$ cat src/alert_regs_consts.svh
`ifndef ALERT_REGS_CONSTS_SVH
`define ALERT_REGS_CONSTS_SVH
// Channel counts, register width and address width
`define CELL_COUNT     14
`define AUX_COUNT      6
`define REG_W          16
`define ADDR_W         8
// Alert register offsets
`define OFF_CELL_HIGH  8'h0e
`define OFF_CELL_LOW   8'h0f
`define OFF_AUX_HIGH   8'h10
// Enable and interrupt register offsets
`define OFF_CELL_HI_EN 8'h20
`define OFF_CELL_LO_EN 8'h21
`define OFF_AUX_HI_EN  8'h22
`define OFF_IRQ_STATUS 8'h23
`define OFF_IRQ_ENABLE 8'h24
`define OFF_IRQ_CLEAR  8'h25
// Interrupt event bits
`define EVT_COUNT      3
`define EVT_CELL_HIGH  0
`define EVT_CELL_LOW   1
`define EVT_AUX_HIGH   2
// Reset values
`define CELL_FLAGS_RST 14'h0000
`define AUX_FLAGS_RST  6'h00
`define CELL_EN_RST    14'h0000
`define AUX_EN_RST     6'h00
`define EVT_RST        3'h0
`define WORD_RST       16'h0000
`endif

$ cat src/alert_regs_pkg.sv
`include "alert_regs_consts.svh"
package alert_regs_pkg;
  // Per-channel vectors and bus words
  typedef logic [`CELL_COUNT-1:0] cell_vec_t;
  typedef logic [`AUX_COUNT-1:0]  aux_vec_t;
  typedef logic [`REG_W-1:0]      reg_word_t;
  typedef logic [`ADDR_W-1:0]     reg_addr_t;
  typedef logic [`EVT_COUNT-1:0]  evt_vec_t;

  // Compare outcomes of one comparator acquisition
  typedef struct packed {
    cell_vec_t cell_high;
    cell_vec_t cell_low;
    aux_vec_t  aux_high;
  } cmp_result_t;

  // Register port request
  typedef struct packed {
    reg_addr_t addr;
    reg_word_t wdata;
    logic      wr;
    logic      rd;
  } reg_req_t;
endpackage

$ cat src/alert_event_irq.sv
`timescale 1ns/1ps
`include "alert_regs_consts.svh"
// Sticky event status, enable mask and level interrupt
module alert_event_irq
  import alert_regs_pkg::*;
(
  input  wire logic                    clk_i,
  input  wire logic                    rst_i,
  input  wire alert_regs_pkg::evt_vec_t evt_i,
  input  wire logic                    en_wr_i,
  input  wire logic                    clr_wr_i,
  input  wire alert_regs_pkg::evt_vec_t wdata_i,
  output alert_regs_pkg::evt_vec_t      status_o,
  output alert_regs_pkg::evt_vec_t      enable_o,
  output logic                         irq_o
);
  // Whole state of the interrupt unit
  typedef struct packed {
    evt_vec_t status;  // Sticky events
    evt_vec_t enable;  // Interrupt mask
    logic     irq;     // Registered interrupt level
  } irq_state_t;

  irq_state_t state_reg;
  irq_state_t state_next;

  // New events win over a clear in the same cycle
  always_comb begin
    state_next = state_reg;
    if (en_wr_i) begin
      state_next.enable = wdata_i;
    end
    if (clr_wr_i) begin
      state_next.status = state_reg.status & ~wdata_i;
    end
    state_next.status = state_next.status | evt_i;
    state_next.irq    = (state_next.status & state_next.enable) != '0;
  end

  // State register
  always_ff @(posedge clk_i or posedge rst_i) begin
    if (rst_i) begin
      state_reg <= '0;
    end else begin
      state_reg <= state_next;
    end
  end

  assign status_o = state_reg.status;
  assign enable_o = state_reg.enable;
  assign irq_o    = state_reg.irq;
endmodule

$ cat src/alert_flag_bank.sv
`timescale 1ns/1ps
`include "alert_regs_consts.svh"
// Bank of comparator alert flags, refreshed on each acquisition
module alert_flag_bank #(
  parameter int W = `CELL_COUNT
) (
  input  wire logic         clk_i,
  input  wire logic         rst_i,
  input  wire logic         acq_i,
  input  wire logic [W-1:0] cmp_i,
  input  wire logic [W-1:0] en_i,
  output logic      [W-1:0] flags_o,
  output logic              rise_o
);
  // Whole state of the bank
  typedef struct packed {
    logic [W-1:0] flags;  // Alert flags
    logic         rise;   // New flag seen pulse
  } bank_state_t;

  bank_state_t state_reg;
  bank_state_t state_next;

  // Flag update: sample on acquisition, disabled channels forced low
  always_comb begin
    state_next = state_reg;
    if (acq_i) begin
      state_next.flags = cmp_i & en_i;
    end else begin
      state_next.flags = state_reg.flags & en_i;
    end
    state_next.rise = acq_i && ((cmp_i & en_i & ~state_reg.flags) != '0);
  end

  // State register
  always_ff @(posedge clk_i or posedge rst_i) begin
    if (rst_i) begin
      state_reg <= '0;
    end else begin
      state_reg <= state_next;
    end
  end

  assign flags_o = state_reg.flags;
  assign rise_o  = state_reg.rise;
endmodule

$ cat src/comparator_fault_alert_regs.sv
`timescale 1ns/1ps
`include "alert_regs_consts.svh"
// What this block does
// - Cell high flag set when enabled cell exceeds
// - Cell high flag held until next acquisition or until its enable is cleared
// - Cell low flag set when enabled cell below
// - Cell low flag held until next acquisition or until its enable is cleared
// - Cell low register: bits 13:0, zero reset
// - Cell high flags bits 13:0, cell1 lowest
// - Cell low register read-only, writes ignored
// - Aux high register six flags, rest zero
// - Aux flag follows enabled comparator high result
// - Cell high register read-only, zero reset
module comparator_fault_alert_regs
  import alert_regs_pkg::*;
(
  input  wire logic                       clk_i,
  input  wire logic                       rst_i,
  input  wire logic                       acq_done_i,
  input  wire alert_regs_pkg::cmp_result_t cmp_i,
  input  wire alert_regs_pkg::reg_req_t    req_i,
  output alert_regs_pkg::reg_word_t        rdata_o,
  output logic                            irq_o
);
  // Whole state of the register front end
  typedef struct packed {
    cell_vec_t cell_high_en;  // Per-cell high alert enable
    cell_vec_t cell_low_en;   // Per-cell low alert enable
    aux_vec_t  aux_high_en;   // Per-input aux high alert enable
    reg_word_t rdata;         // Read data, valid one cycle after strobe
  } front_state_t;

  front_state_t state_reg;
  front_state_t state_next;

  cell_vec_t cell_high_compare_flags;  // Cell high alert flags
  cell_vec_t cell_low_compare_flags;   // Cell low alert flags
  aux_vec_t  aux_high_compare_flags;   // Aux high alert flags
  evt_vec_t  evt;                      // Newly raised alert groups
  evt_vec_t  irq_status;               // Sticky interrupt status
  evt_vec_t  irq_enable;               // Interrupt mask
  logic      wr_irq_en;                // Write to interrupt enable
  logic      wr_irq_clr;               // Write to interrupt clear

  // Address match for one register
  function automatic logic hit(input reg_addr_t a, input reg_addr_t off);
    hit = (a == off);
  endfunction

  // Place a narrow field in the low bits of a word
  function automatic reg_word_t widen(input cell_vec_t v);
    widen = {{(`REG_W-`CELL_COUNT){1'b0}}, v};
  endfunction

  // Cell high flags, one per cell, cell 1 at bit 0
  alert_flag_bank #(
    .W (`CELL_COUNT)
  ) u_cell_high (
    .clk_i   (clk_i),
    .rst_i   (rst_i),
    .acq_i   (acq_done_i),
    .cmp_i   (cmp_i.cell_high),
    .en_i    (state_reg.cell_high_en),
    .flags_o (cell_high_compare_flags),
    .rise_o  (evt[`EVT_CELL_HIGH])
  );

  // Cell low flags, one per cell, cell 1 at bit 0
  alert_flag_bank #(
    .W (`CELL_COUNT)
  ) u_cell_low (
    .clk_i   (clk_i),
    .rst_i   (rst_i),
    .acq_i   (acq_done_i),
    .cmp_i   (cmp_i.cell_low),
    .en_i    (state_reg.cell_low_en),
    .flags_o (cell_low_compare_flags),
    .rise_o  (evt[`EVT_CELL_LOW])
  );

  // Aux high flags, one per auxiliary input
  alert_flag_bank #(
    .W (`AUX_COUNT)
  ) u_aux_high (
    .clk_i   (clk_i),
    .rst_i   (rst_i),
    .acq_i   (acq_done_i),
    .cmp_i   (cmp_i.aux_high),
    .en_i    (state_reg.aux_high_en),
    .flags_o (aux_high_compare_flags),
    .rise_o  (evt[`EVT_AUX_HIGH])
  );

  // Interrupt write decodes
  assign wr_irq_en  = req_i.wr && hit(req_i.addr, `OFF_IRQ_ENABLE);
  assign wr_irq_clr = req_i.wr && hit(req_i.addr, `OFF_IRQ_CLEAR);

  // Sticky status, mask and interrupt line
  alert_event_irq u_irq (
    .clk_i    (clk_i),
    .rst_i    (rst_i),
    .evt_i    (evt),
    .en_wr_i  (wr_irq_en),
    .clr_wr_i (wr_irq_clr),
    .wdata_i  (req_i.wdata[`EVT_COUNT-1:0]),
    .status_o (irq_status),
    .enable_o (irq_enable),
    .irq_o    (irq_o)
  );

  // Register writes and read mux
  always_comb begin
    state_next = state_reg;
    // Enable writes steer flag evaluation
    if (req_i.wr) begin
      case (req_i.addr)
        `OFF_CELL_HI_EN: begin
          state_next.cell_high_en = req_i.wdata[`CELL_COUNT-1:0];
        end
        `OFF_CELL_LO_EN: begin
          state_next.cell_low_en = req_i.wdata[`CELL_COUNT-1:0];
        end
        `OFF_AUX_HI_EN: begin
          state_next.aux_high_en = req_i.wdata[`AUX_COUNT-1:0];
        end
        default: begin
          // Alert registers are read-only; writes there do nothing
          state_next.cell_high_en = state_reg.cell_high_en;
        end
      endcase
    end
    // Read data stands only in the cycle after the strobe
    state_next.rdata = `WORD_RST;
    if (req_i.rd) begin
      case (req_i.addr)
        `OFF_CELL_HIGH: begin
          state_next.rdata = widen(cell_high_compare_flags);
        end
        `OFF_CELL_LOW: begin
          state_next.rdata = widen(cell_low_compare_flags);
        end
        `OFF_AUX_HIGH: begin
          state_next.rdata[`AUX_COUNT-1:0] = aux_high_compare_flags;
        end
        `OFF_CELL_HI_EN: begin
          state_next.rdata = widen(state_reg.cell_high_en);
        end
        `OFF_CELL_LO_EN: begin
          state_next.rdata = widen(state_reg.cell_low_en);
        end
        `OFF_AUX_HI_EN: begin
          state_next.rdata[`AUX_COUNT-1:0] = state_reg.aux_high_en;
        end
        `OFF_IRQ_STATUS: begin
          state_next.rdata[`EVT_COUNT-1:0] = irq_status;
        end
        `OFF_IRQ_ENABLE: begin
          state_next.rdata[`EVT_COUNT-1:0] = irq_enable;
        end
        default: begin
          // Unmapped and write-only addresses read zero
          state_next.rdata = `WORD_RST;
        end
      endcase
    end
  end

  // State register with reset values
  always_ff @(posedge clk_i or posedge rst_i) begin
    if (rst_i) begin
      state_reg.cell_high_en <= `CELL_EN_RST;
      state_reg.cell_low_en  <= `CELL_EN_RST;
      state_reg.aux_high_en  <= `AUX_EN_RST;
      state_reg.rdata        <= `WORD_RST;
    end else begin
      state_reg <= state_next;
    end
  end

  assign rdata_o = state_reg.rdata;

  // Enable write to a given offset this cycle
  logic wr_hi_en;
  logic wr_lo_en;
  logic wr_aux_en;
  assign wr_hi_en  = req_i.wr && hit(req_i.addr, `OFF_CELL_HI_EN);
  assign wr_lo_en  = req_i.wr && hit(req_i.addr, `OFF_CELL_LO_EN);
  assign wr_aux_en = req_i.wr && hit(req_i.addr, `OFF_AUX_HI_EN);
endmodule

$ cat config.mk
export PLATFORM = sky130hd
export DESIGN_NAME = comparator_fault_alert_regs
export DESIGN_NICKNAME = d
export VERILOG_FILES = /design/src/alert_regs_pkg.sv /design/src/alert_event_irq.sv /design/src/alert_flag_bank.sv /design/src/comparator_fault_alert_regs.sv
export VERILOG_INCLUDE_DIRS = /design/src
export SDC_FILE = /design/constraint.sdc
export NUM_CORES = 1
export LEC_CHECK = 0
export BUFFER_PORTS_ARGS = -buffer_cell sky130_fd_sc_hd__buf_2
export CAP_MARGIN = 20
export CORE_UTILIZATION = 35
export CTS_BUF_LIST = sky130_fd_sc_hd__clkbuf_2 sky130_fd_sc_hd__clkbuf_4 sky130_fd_sc_hd__clkbuf_8
export CTS_CLUSTER_SIZE = 14
export DETAILED_ROUTE_END_ITERATION = 7
export GPL_TIMING_DRIVEN = 1
export HOLD_SLACK_MARGIN = 0.08
export PLACE_DENSITY = 0.64
export SLEW_MARGIN = 20
export SYNTH_ARGS = -nofsm -noshare
export SYNTH_HDL_FRONTEND = slang
export SYNTH_SLANG_ARGS = --single-unit
$ cat constraint.sdc
create_clock -name clk_i -period 3 [get_ports clk_i]
set_clock_uncertainty 0.15 [all_clocks]
set_input_delay 0.45 -clock clk_i [delete_from_list [all_inputs] [get_ports clk_i]]
set_output_delay 0.45 -clock clk_i [all_outputs]
set_load 0.01 [all_outputs]
======== Word-level counts from Yosys, hierarchy flattened ========
Cells that the tools add are included.
cells by class
  $add $sub $neg .......................... 0
  $mul .................................... 0
  divide/modulo/power cells ............... 0
  $lt $le $gt $ge ......................... 0
  equality and inequality tests ........... 9
  shift operators ......................... 0
  mux-type cells .......................... 9
  bitwise operators ....................... 16
  reductions and logical operators ........ 12
operator list
  kind                                                 count
  AND 14 bit                                           6
  equality test 8 x 6 -> 1 bit, second input constant  6
  two-way mux 14 bit                                   3
  one-hot mux 8 bit (4 select lines)                   1
  NOT 14 bit                                           2
  nonzero test 14 bit                                  2
  one-hot mux 3 bit (8 select lines)                   1
  AND 6 bit                                            3
  one-hot mux 3 bit (6 select lines)                   1
  equality test 8 x 4 -> 1 bit, second input constant  2
  equality test 8 x 5 -> 1 bit, second input constant  1
  AND 3 bit                                            2
  two-way mux 3 bit                                    2
  two-way mux 6 bit                                    1
  NOT 6 bit                                            1
  AND reduction 2 bit                                  3
  nonzero test 6 bit                                   1
  logical AND 1 bit                                    5
  NOT 3 bit                                            1
  OR 3 bit                                             1
  nonzero test 3 bit                                   1
storage, ports and cells
  flip-flop bits (word level) ............. 94
  latch bits .............................. 0
  bits in writable memories ............... 0
  ROM bits ................................ 0
  input bits .............................. 63
  output and inout port bits .............. 17
  logic and storage cells ................. 59
  memories kept ........................... 0

======== Logic depth before layout (Yosys ltp) ========
  depth after elaboration ................. 6
  mapped depth ............................ 7
  mapped depth without buffers ............ 4

======== Cells and area by module ========
From an unflattened synthesis, not the netlist that was laid out.
second synthesis, totals
  cells, all modules ...................... 395
  area, all modules ....................... 4,665.7 µm²
modules (own cells, without submodules)
  module                              times used  cells each  area each (µm²)  sequential area each (µm²)
  comparator_fault_alert_regs         1           205         2,547.4          1,201.2
  alert_flag_bank at u_cell_high ...  2           70          753.2            375.4
  alert_flag_bank at u_aux_high       1           31          337.8            175.2
  alert_event_irq                     1           19          274.0            175.2

======== Worst setup path after synthesis ========
OpenSTA, ideal clock, no wires.
  path type ............................... input to register
  from .................................... in req_i[22] (netlist bit)
  to ...................................... reg state_reg[36] (netlist bit)
  setup time .............................. 125 ps
  arrival time ............................ 1,800 ps
  data required time ...................... 2,725 ps
  setup slack ............................. 925 ps
  cell stages on the path ................. 6
  buffers on the path ..................... 2
  path through ............................ buf_6 > nor4b_4 > and2_4 > nand3_4 > buf_6 > mux2_4
between the ends
  cells in the longest elaborated chain, start to end .. 2
RTL lines
  what                                  RTL line                            text
  start, declared                       comparator_fault_alert_regs.sv:21   input wire alert_regs_pkg::reg_req_t req_i,
  equality test 8 x 6 -> 1 bit          comparator_fault_alert_regs.sv:116  case (req_i.addr)
  AND reduction 2 bit (no source line)  --
  end signal, assigned                  comparator_fault_alert_regs.sv:176  state_reg <= state_next;
  end, declared                         comparator_fault_alert_regs.sv:33   front_state_t state_reg;
Every way passes these cells.
A chain may end at the register's enable or synchronous reset.

==> reports/results.ini <==
[status]
status=complete, no violations

[clock_network]
tritoncts=done
cts-hold-fix-buffers=1
numCtsBuffers=9
cts_resized=0
clockRootBuffer=clkbuf_8
clock_latency_ns=0.36
clkSinkCount=92
h-tree-depth=3
ctsLongestPathBuffers=2
cts.clk_slew.worst_paths_ns=0.10
post-cts-setup-buffers=0

[timing]
worst_pin_slew_ns=0.589
rsz0062_at_grt=false
period_needed_ns=1.94
setup_viol=0
setup_ws_ns=1.06
maxSlewViolCount=0
setup-tns-final_ns=0
hold_viol=0
relSlewSlack=0.608
timing.final.crit_share=0.645
timing.fmax_ghz=0.517

[placement]
io_buffers=75
gp_congestion=0.843
dp_hpwl_um=8430
pre_cts_ws_ns=0.698
place_area_um2=5280

[synth]
ys.flop_type=dfrtp_1
synth_area_leaders=dfrtp_1 48%, mux2i_1 11%, mux2_4 6.2%
async_reset_ff_frac=1.00
ys_ff_latch=92
synth_area_um2=4810
yosys_warnings=0
synth_edf_count=0
syn_area_per_cell_um2=12.3
synth_cell_types=41
synth_cells=391
synth_top_area_cell=dfrtp_1
synth_top_area_frac=0.479
ys_seq_area_frac=0.479

[drt]
dr.pass1.iters=4
vias=3276
totalWireLength_um=11600
drtAntennaViolNets=0
via_per_inst=5.16
drt-wirelength-per-cell_um=18.3
drc_errors=0
drt_iter0_markers=161

[global_route]
grt_pass1_vias=3400
track_usage=0.173
global_route.overflow_total=0
grtUsageMet2=0.273
grt_max_degree=66
grtUsageMet3=0.0369
grt_first_pass_wirelength_um=18600
busiest_layer=met2
met1_usage=0.236
grt_antenna_before_repair=0

[setup_path]
worst_ep_required_time_ns=3.10
crit_fanout=13
endpoint_kind=flip-flop
cp.arrival_ns=2.03
reg2regPathDepth=4
crit_path_start_kind=primary input
critPathKind=in2reg

[pwr]
peakVddDrop_uv=276
p_int_mw=1.90
switching_share=0.256
netSwitchingPower_mw=0.653
p_per_area_nw_per_um2=462
comb_power_share=0.114
p_leak_nw=2.71
power_frac_seq=0.518
clkPwrFrac=0.368

[floorplanning]
die_h_um=119
die_area_um2=14200
core-area_um2=13300
io_pins=80
initial_core_util=0.361
die_w_um=119
rows=42

[final_layout]
largest_reg_flops=34
diodes=0
final_nets=517
regArea_um2=2300
multi_input_area_um2=2260
fillers=1278
drive_above_1_share=0.329
area_delta_synth_final_pct=14.7
finalInstanceArea_um2=5510

[hold_path]
hold_depth=2
worst_hold_path_type=in2reg

[flow_run]
maxCapViolations=0

[layout by cell type (no fill, tap or decap), types with 3 or more instances in the layout]
cell       count
dfrtp_1       92
buf_2         75
mux2i_1       55
nor2b_1       36
nand3b_1      31
mux2_2        20
mux2_4        20
o22ai_1       14
and2_1        11
nand2_1        9
clkbuf_8       9
nand4_1        8
inv_1          8
nor2_1         6
a32oi_1        6
a2bb2oi_1      6
buf_4          6
and3b_1        4
a21oi_1        3
mux4_2         3
o31a_1         3
[power by group through the flow]
stage / registers (mW) / clock network [mW] / logic, mW
2_1_floorplan: 1.33 / 0 / 0.182
3_3_place_gp: 1.34 / 0 / 0.285
3_5_place_dp: 1.34 / 0 / 0.292
4_1_cts: 1.32 / 0.957 / 0.293
5_1_grt: 1.33 / 1.02 / 0.317
6_report: 1.32 / 0.937 / 0.291
[final timing paths]
check                           slack, ns                               to                   startpoint
worst min-delay path                 0.18        state_reg[29]$_DFFE_PP0P_                     req_i[9]
worst max register to register       1.35             rdata_o[0]$_DFF_PP0_    state_reg[36]$_DFFE_PP0P_
worst min register to register       0.34      u_irq.status_o[2]$_DFF_PP0_  u_aux_high.rise_o$_DFF_PP0_
min in group asynchronous            0.48        state_reg[45]$_DFFE_PP0P_                        rst_i
worst max-delay path                 1.06             rdata_o[0]$_DFF_PP0_                    req_i[18]
max in group asynchronous            1.51  u_cell_low.flags_o[1]$_DFF_PP0_                        rst_i
[layout make-up]
type / instances / share of cell area
timing repair buffer: 84 / 0.0854
tap: 176 / 0.0400
clock inverter: 7 / 0.0177
multi-input combinational: 258 / 0.410
sequential: 92 / 0.418
inverter: 9 / 0.00636
clock buffer: 9 / 0.0225
[layer usage]
layer | vias to the layer above | part of all wire
li1 | 1526 | -
met1 | 1655 | 0.47
met2 | 82 | 0.48
met3 | 13 | 0.039
met4 | 0 | 0.014
met5 | - | 0
[cells in the mapped netlist, types with 8 or more instances]
| library cell | count |
|---|---|
| dfrtp_1 | 92 |
| nor2b_1 | 36 |
| mux2_4 | 20 |
| buf_4 | 16 |
| mux2_2 | 20 |
| nand3b_1 | 31 |
| mux2i_1 | 55 |
| nand2_1 | 9 |
| o22ai_1 | 14 |
| nand4_1 | 8 |
| inv_1 | 9 |
| and2_1 | 11 |
[cells by family (layout without fill, tap and decap cells)]
kind of cell	count (synthesis)	in the layout	share of synthesized area
buf+inv	42	109	0.0510
mux	98	98	0.238
other cells	1	2	0.000780
simple gates	119	119	0.171
compound gates	39	39	0.0607
flops	92	92	0.479
[through the flow]
stage	power (mW)	std cells	util	hold slack [ns]
floorplan	1.51	392	-	0.263
global placement	1.63	618	0.397	0.305
global route	2.66	635	0.415	0.171
CTS	2.57	635	0.415	0.167
detailed placement	1.64	618	0.397	0.302
finish	2.55	635	0.415	0.183
[worst max-delay path, cell delays in order]
cell and delay (ns):
buf_2 0.35, buf_4 0.32, mux2_2 0.38, a32oi_1 0.20, o22ai_1 0.13, and3b_1 0.18
(Power assumes the default switching activity.)
